--- config.mk ---
export PLATFORM = sky130hd
export DESIGN_NAME = iasg_top
export DESIGN_NICKNAME = d
export VERILOG_FILES = /design/src/pkg/iasg_pkg.sv /design/src/hw/iasg_top.sv
export VERILOG_INCLUDE_DIRS = /design/src /design/src/pkg
export SDC_FILE = /design/constraint.sdc
export NUM_CORES = 1
export LEC_CHECK = 0
export BUFFER_PORTS_ARGS = -buffer_cell sky130_fd_sc_hd__buf_2
export CORE_AREA = 4 4 91 93
export CTS_CLUSTER_DIAMETER = 40
export DETAILED_ROUTE_END_ITERATION = 16
export DIE_AREA = 0 0 95 97
export PLACE_DENSITY = 0.78
export SYNTH_ARGS = -nofsm -noshare
export SYNTH_HDL_FRONTEND = slang
export SYNTH_SLANG_ARGS = --single-unit
--- constraint.sdc ---
create_clock -name clock_i -period 2.9 [get_ports clock_i]
set_input_delay 0.435 -clock clock_i [delete_from_list [all_inputs] [get_ports clock_i]]
set_output_delay 0.435 -clock clock_i [all_outputs]
set_load 0.02 [all_outputs]
--- src/pkg/iasg_defines.svh ---
// constants for the indirect access and stack guard block
`ifndef IASG_DEFINES_SVH
`define IASG_DEFINES_SVH
// register byte offsets
`define IASG_OFF_PTR0_LO 8'h00
`define IASG_OFF_PTR0_HI 8'h04
`define IASG_OFF_PTR1_LO 8'h08
`define IASG_OFF_PTR1_HI 8'h0c
`define IASG_OFF_CFG 8'h10
`define IASG_OFF_PWR 8'h14
`define IASG_OFF_DEPTH 8'h18
`define IASG_OFF_ISTAT 8'h1c
`define IASG_OFF_IEN 8'h20
`define IASG_OFF_ICLR 8'h24
// field positions
`define IASG_CFG_SFRE_BIT 0
`define IASG_PWR_OVF_BIT 0
`define IASG_PWR_UNF_BIT 1
`define IASG_IRQ_OVF_BIT 0
`define IASG_IRQ_UNF_BIT 1
`define IASG_IRQ_SELF_BIT 2
// reset values
`define IASG_PTR_RST 8'h00
`define IASG_CFG_RST 1'h0
`define IASG_IEN_RST 3'h0
// stack geometry
`define IASG_STACK_LEVELS 5'h10
// indirect port addresses and region bounds
`define IASG_PORT0_ADDR 16'h0000
`define IASG_PORT1_ADDR 16'h0001
`define IASG_LINEAR_BASE 16'h2000
`define IASG_FLASH_BASE 16'h8000
`endif

--- src/pkg/iasg_pkg.sv ---
// types for the indirect access and stack guard block
package iasg_pkg;
  // memory region, one-hot
  typedef enum logic [2:0] {
    IASG_REG_BANKED = 3'h1,
    IASG_REG_LINEAR = 3'h2,
    IASG_REG_FLASH = 3'h4
  } iasg_region_t;
  // access to an indirect port from the core
  typedef struct packed {
    logic valid;
    logic sel;
    logic we;
    logic [7:0] wdata;
  } iasg_core_req_t;
  // redirected access to data space
  typedef struct packed {
    logic req;
    logic we;
    logic [15:0] addr;
    logic [7:0] wdata;
    iasg_region_t region;
  } iasg_mem_req_t;
endpackage : iasg_pkg

--- src/hw/iasg_top.sv ---
// indirect access ports, region decode and stack guard
//
// The implementer's own choices: the placing of the registers and register access over APB.
`timescale 1ns/1ns
`include "iasg_defines.svh"

module iasg_top (
  // clock and reset
  input wire logic clock_i,
  input wire logic reset_i,
  // apb slave
  input wire logic psel_i,
  input wire logic penable_i,
  input wire logic pwrite_i,
  input wire logic [7:0] paddr_i,
  input wire logic [31:0] pwdata_i,
  output logic [31:0] prdata_o,
  output logic pready_o,
  output logic pslverr_o,
  // core side
  input wire iasg_pkg::iasg_core_req_t core_req_i,
  output logic [7:0] core_rdata_o,
  output logic core_rvalid_o,
  input wire logic push_i,
  input wire logic pop_i,
  // data space side
  output iasg_pkg::iasg_mem_req_t mem_o,
  input wire logic [7:0] mem_rdata_i,
  // system
  output logic stack_reset_o,
  output logic irq_o
);

  // ----------------------------------------
  // state
  // ----------------------------------------
  // unpacked per channel, so each generate process owns a whole entry
  logic [7:0] pointer_low_byte_r [2]; // per channel
  logic [7:0] pointer_high_byte_r [2]; // per channel
  logic [15:0] pointer_pair [2]; // joined pointers
  logic stack_fault_reset_enable_r; // config bit
  logic stack_overflow_flag_r; // power control
  logic stack_underflow_flag_r; // power control
  logic [4:0] depth_r; // stack levels in use
  logic [2:0] istat_r; // sticky events
  logic [2:0] ien_r; // event enables
  logic [31:0] prdata_r; // read data
  logic [7:0] core_rdata_r; // indirect read data
  logic core_rvalid_r; // read done pulse
  logic stack_reset_r; // fault reset pulse

  // ----------------------------------------
  // apb decode
  // ----------------------------------------
  wire wr_en = psel_i & penable_i & pwrite_i;
  wire setup = psel_i & ~penable_i;
  wire hit_cfg = (paddr_i == `IASG_OFF_CFG);
  wire hit_pwr = (paddr_i == `IASG_OFF_PWR);
  wire hit_dep = (paddr_i == `IASG_OFF_DEPTH);
  wire hit_ist = (paddr_i == `IASG_OFF_ISTAT);
  wire hit_ien = (paddr_i == `IASG_OFF_IEN);
  wire hit_icl = (paddr_i == `IASG_OFF_ICLR);
  wire [3:0] hit_ptr; // lo0, hi0, lo1, hi1
  assign hit_ptr[0] = (paddr_i == `IASG_OFF_PTR0_LO);
  assign hit_ptr[1] = (paddr_i == `IASG_OFF_PTR0_HI);
  assign hit_ptr[2] = (paddr_i == `IASG_OFF_PTR1_LO);
  assign hit_ptr[3] = (paddr_i == `IASG_OFF_PTR1_HI);
  wire mapped = (|hit_ptr) | hit_cfg | hit_pwr | hit_dep
    | hit_ist | hit_ien | hit_icl;

  // zero wait states; unmapped addresses answer an error
  assign pready_o = 1'b1;
  assign pslverr_o = psel_i & penable_i & ~mapped;
  assign prdata_o = prdata_r;

  // ----------------------------------------
  // pointer registers
  // ----------------------------------------
  genvar g;
  generate
    for (g = 0; g < 2; g++) begin : g_chan
      // software loads each byte of the pointer
      always_ff @(posedge clock_i) begin
        if (reset_i) begin
          pointer_low_byte_r[g] <= `IASG_PTR_RST;
          pointer_high_byte_r[g] <= `IASG_PTR_RST;
        end else if (wr_en) begin
          if (hit_ptr[2*g]) begin
            pointer_low_byte_r[g] <= pwdata_i[7:0];
          end
          if (hit_ptr[2*g+1]) begin
            pointer_high_byte_r[g] <= pwdata_i[7:0];
          end
        end
      end
      // high byte above low byte
      assign pointer_pair[g] = {pointer_high_byte_r[g],
        pointer_low_byte_r[g]};
    end
  endgenerate

  // ----------------------------------------
  // indirect access path
  // ----------------------------------------
  wire [15:0] ind_addr = pointer_pair[core_req_i.sel];
  // a port pointing at either port hits nothing real
  wire self_hit = (ind_addr == `IASG_PORT0_ADDR)
    | (ind_addr == `IASG_PORT1_ADDR);
  wire ind_req = core_req_i.valid;
  wire ind_rd = ind_req & ~core_req_i.we;

  // region bounds live in their own constants
  wire in_flash = (ind_addr >= `IASG_FLASH_BASE);
  wire in_lin = (ind_addr >= `IASG_LINEAR_BASE) & ~in_flash;
  wire iasg_pkg::iasg_region_t region = in_flash
    ? iasg_pkg::IASG_REG_FLASH
    : (in_lin ? iasg_pkg::IASG_REG_LINEAR
      : iasg_pkg::IASG_REG_BANKED);

  // forward to data space, never to a port register
  assign mem_o.req = ind_req & ~self_hit;
  assign mem_o.we = core_req_i.we & ~self_hit;
  assign mem_o.addr = ind_addr;
  assign mem_o.wdata = core_req_i.wdata;
  assign mem_o.region = region;

  // read data is taken one edge after the request
  always_ff @(posedge clock_i) begin
    if (reset_i) begin
      core_rdata_r <= 8'h00;
      core_rvalid_r <= 1'b0;
    end else begin
      core_rvalid_r <= ind_rd;
      if (ind_rd) begin
        // self pointing reads as zero
        core_rdata_r <= self_hit ? 8'h00 : mem_rdata_i;
      end
    end
  end
  assign core_rdata_o = core_rdata_r;
  assign core_rvalid_o = core_rvalid_r;

  // ----------------------------------------
  // stack guard
  // ----------------------------------------
  wire ovf_ev = push_i & ~pop_i
    & (depth_r == `IASG_STACK_LEVELS);
  wire unf_ev = pop_i & ~push_i
    & (depth_r == 5'h00);
  wire fault = (ovf_ev | unf_ev)
    & stack_fault_reset_enable_r;

  // depth follows push and pop; a fault reset empties it
  always_ff @(posedge clock_i) begin
    if (reset_i) begin
      depth_r <= 5'h00;
      stack_reset_r <= 1'b0;
    end else begin
      stack_reset_r <= fault;
      if (fault) begin
        depth_r <= 5'h00;
      end else if (push_i & ~pop_i & ~ovf_ev) begin
        depth_r <= depth_r + 5'h01;
      end else if (pop_i & ~push_i & ~unf_ev) begin
        depth_r <= depth_r - 5'h01;
      end
    end
  end
  assign stack_reset_o = stack_reset_r;

  // ----------------------------------------
  // config and power control flags
  // ----------------------------------------
  wire clr_ovf = wr_en & hit_pwr & pwdata_i[`IASG_PWR_OVF_BIT];
  wire clr_unf = wr_en & hit_pwr & pwdata_i[`IASG_PWR_UNF_BIT];

  // flags are write one to clear; a new fault wins over the clear
  always_ff @(posedge clock_i) begin
    if (reset_i) begin
      stack_fault_reset_enable_r <= `IASG_CFG_RST;
      stack_overflow_flag_r <= 1'b0;
      stack_underflow_flag_r <= 1'b0;
    end else begin
      if (wr_en & hit_cfg) begin
        stack_fault_reset_enable_r <= pwdata_i[`IASG_CFG_SFRE_BIT];
      end
      stack_overflow_flag_r <= ovf_ev
        | (stack_overflow_flag_r & ~clr_ovf);
      stack_underflow_flag_r <= unf_ev
        | (stack_underflow_flag_r & ~clr_unf);
    end
  end

  // ----------------------------------------
  // interrupts
  // ----------------------------------------
  wire [2:0] ev; // event pulses
  assign ev[`IASG_IRQ_OVF_BIT] = ovf_ev;
  assign ev[`IASG_IRQ_UNF_BIT] = unf_ev;
  assign ev[`IASG_IRQ_SELF_BIT] = ind_req & self_hit;
  wire [2:0] iclr = (wr_en & hit_icl) ? pwdata_i[2:0] : 3'h0;

  // sticky status, set beats clear
  always_ff @(posedge clock_i) begin
    if (reset_i) begin
      istat_r <= 3'h0;
      ien_r <= `IASG_IEN_RST;
    end else begin
      istat_r <= ev | (istat_r & ~iclr);
      if (wr_en & hit_ien) begin
        ien_r <= pwdata_i[2:0];
      end
    end
  end
  assign irq_o = |(istat_r & ien_r);

  // ----------------------------------------
  // read mux
  // ----------------------------------------
  wire [7:0] ptr_rd = hit_ptr[0] ? pointer_low_byte_r[0]
    : hit_ptr[1] ? pointer_high_byte_r[0]
    : hit_ptr[2] ? pointer_low_byte_r[1]
    : hit_ptr[3] ? pointer_high_byte_r[1] : 8'h00;
  wire [31:0] rd_mux = {24'h0, ptr_rd}
    | (hit_cfg ? {31'h0, stack_fault_reset_enable_r} : 32'h0)
    | (hit_pwr ? {30'h0, stack_underflow_flag_r,
      stack_overflow_flag_r} : 32'h0)
    | (hit_dep ? {27'h0, depth_r} : 32'h0)
    | (hit_ist ? {29'h0, istat_r} : 32'h0)
    | (hit_ien ? {29'h0, ien_r} : 32'h0);

  // captured in the setup cycle, stable through access
  always_ff @(posedge clock_i) begin
    if (reset_i) begin
      prdata_r <= 32'h0;
    end else if (setup & ~pwrite_i) begin
      prdata_r <= rd_mux;
    end
  end
endmodule : iasg_top

==> results_dict.tcl <==
set metrics [dict create \
    p_switching_w 0.000635 \
    drive_gt1_share_pct 29.0 \
    synth_top_area_share_pct 26.2 \
    finish.utilization_pct 55.7 \
    hold_class "input port to register" \
    ant_nets 0 \
    design_area_um2 4190 \
    dominantRegCellSynth "edfxtp_1" \
    syn-instance-count 361 \
    seqPwrFrac_pct 46.1 \
    critPathKind "register to primary output" \
    tightestPinTransition_ns 0.914 \
    rsz0062_at_grt "false" \
    holdBufCountCts 0 \
    synth.area.top_cells "edfxtp_1 26%, dfxtp_1 17%, buf_4 7.0%" \
    finalClockSkew_ns 0.00983 \
    ys_ff_latch 64 \
    syn_area_per_cell_um2 10.2 \
    rows 32 \
    antenna_found_initial 0 \
    p_clk_share_pct 36.1 \
    clk_path_buf_depth 2 \
    netlist_area_um2 3670 \
    period_share_pct 97.3 \
    grt_pass1_wl_um 14200 \
    p_leak_nw 1.71 \
    gp_congestion 0.883 \
    cts_made_buffers 9 \
    status "completed" \
    sw_frac_of_total_pct 27.9 \
    vdd_drop_max_v 0.000447 \
    crit_fanout 11 \
    yosysUniqueCellTypes 51 \
    fmax_ghz 0.355 \
    grt_use_total_pct 20.0 \
    power.internal_w 0.00164 \
    htreeDepth 3 \
    numClockSinks 64 \
    timing.hold.ws_ns 0.330 \
    core_um2 7530 \
    route.detailed.drc 0 \
    gr-total-overflow 0 \
    slew_headroom_pct 38.9 \
    die_area_um2 9220 \
    ioPinCount 140 \
    seq_area_frac_synth_pct 43.6 \
    hold_viol_final 0 \
    dieWidth_um 95 \
    vias 3002 \
    wire_per_inst_um 17.0 \
    synth_top_area_cell "edfxtp_1" \
    synth_edf_count 32 \
    fill_cells 691 \
    hold_start "mem_rdata_i[7]" \
    detail_route.iter0.violations 231 \
    finalPower_w 0.00228 \
    layout.nets 499 \
    slew_viol_final 0 \
    setup_viol_count_final 0 \
    power_frac_comb_pct 17.8 \
    required_ns 2.47 \
    hpwl_um 6910 \
    cp-start-kind "register" \
    die_h_um 97 \
    cts_root_buf "clkbuf_8" \
    ys.warnings.count 0 \
    drt_wl_total_um 9100 \
    placed_cell_area_um2 3980 \
    area_growth_syn_to_layout_pct 14.2 \
    cts_tree "yes" \
    synthMostInstantiatedCell "buf_4" \
    post_cts_buffers 0 \
    drt_pre_antenna_iters 5 \
    r2r_setup_slack_ns 0.46 \
    p_per_area_nw_per_um2 543 \
    vias_per_cell 5.60 \
    grt_pass1_vias 2863 \
    synth_common_cells "34 x buf_4, 32 x dfxtp_1, 32 x edfxtp_1, 28 x and2_1, 21 x mux2_2" \
    r2r-start "depth_r[1]$_SDFFE_PP0P_" \
    fin_tns_setup_ns 0 \
    initial_utilization_pct 48.8 \
    port-buffer-count 74 \
    worstSetupStartpoint "pointer_low_byte_r[0][4]$_SDFFCE_PN0P_" \
    arrival_ns 2.39 \
    cts.repair.resized 0 \
    clkLatencyLatePin_ns 0.35 \
    critPathCaptureType "primary output" \
    drv_cap 0 \
    fin_crit_ns 2.82 \
    cts.clk_slew.worst_paths_ns 0.07 \
    synthArstFlopShare_pct 0 \
    antenna_cells 0 \
    grt_start_max_net_pins 37 \
]
## cell usage in the layout (no fill, tap or decap), types with 6 or more instances in the layout
cell type,netlist,final
buf_2,0,74
dfxtp_1,32,32
edfxtp_1,32,32
and2_1,28,28
conb_1,2,25
mux2_2,21,21
nand3_1,18,18
nor2_1,17,17
a21oi_1,16,16
nand2_1,14,14
nor3_1,12,12
nor4_1,12,12
buf_4,34,10
o21ai_0,9,9
clkbuf_8,1,9
mux2i_1,8,8
inv_1,8,8
a32o_1,8,8
nor3b_1,6,6
nand2b_1,6,6
a22o_1,6,6
## power by group through the flow
stage          sequential, W  combinational (W)  clock, W
2_1_floorplan        0.00106           0.000319         0
3_3_place_gp         0.00106           0.000391         0
3_5_place_dp         0.00107           0.000403         0
4_1_cts              0.00105           0.000405  0.000834
5_1_grt              0.00106           0.000446  0.000874
6_report             0.00105           0.000406  0.000821
## routing by layer
| metal | routed length (um) | GRT usage (%) | share of wire, % | vias up |
|---|---|---|---|---|
| li1 | - | - | - | 1421 |
| met1 | 3740 | 24.8 | 41 | 1418 |
| met2 | 4280 | 31.9 | 47 | 143 |
| met3 | 860 | 6.07 | 9.5 | 20 |
| met4 | 216 | 8.99 | 2.4 | 0 |
| met5 | 0 | 0 | 0 | - |
## worst paths after layout
path                                        to  cells after the start
setup / recovery                     mem_o[28]                      5
hold / removal    core_rdata_o[7]$_SDFFE_PP0P_                      2
setup reg to reg       depth_r[4]$_SDFFE_PP0P_                      8
hold reg to reg   core_rdata_o[5]$_SDFFE_PP0P_                      1
## through the flow
stage | setup slack, ns | cells
finish | 0.0797 | 536
global route | 0.00445 | 536
CTS | 0.0697 | 536
detailed placement | 0.138 | 520
global placement | 0.223 | 520
floorplan | 0.388 | 384
## worst max-delay path: stages, from the launching register on
cell      delay (ns)
edfxtp_1        0.44
or3_1           0.40
a211o_1         0.31
or4_4           0.51
and2_2          0.23
buf_2           0.15
## sequential cells by signal (all words and copies together) (netlist names)
signal and flops:
stack_overflow_flag_r 1, pointer_high_byte_r 16, stack_underflow_flag_r 1, pointer_low_byte_r 16
istat_r 3, depth_r 5, core_rdata_o 8, core_rvalid_o 1
prdata_o 8, stack_fault_reset_enable_r 1, ien_r 3, stack_reset_o 1
## logic make-up (layout without fill, tap and decap cells)
group / Yosys count / count (layout) / share of synthesized area, %
AND/OR/NAND/NOR: 134 / 134 / 20.6
AO/OA/AOI/OAI: 65 / 65 / 12.4
flip-flops: 64 / 64 / 43.6
buffers and inverters: 58 / 108 / 10.3
multiplexers: 33 / 33 / 11.1
adder cells (fa/ha/maj): 4 / 4 / 1.57
other: 2 / 25 / 0.205
XOR/XNOR: 1 / 1 / 0.239
## final cells by class
class                   instances  area (um^2)  area share, %
repair buffers                 84          445           10.6
inverters                       8         30.0          0.716
clock buffers                  10          128           3.04
multi-input cells             262         1780           42.4
clock inverters                 6         83.8           2.00
well taps                     102          128           3.04
flip-flops and latches         64         1600           38.2
Note: power is estimated with default switching activity, not from simulation.
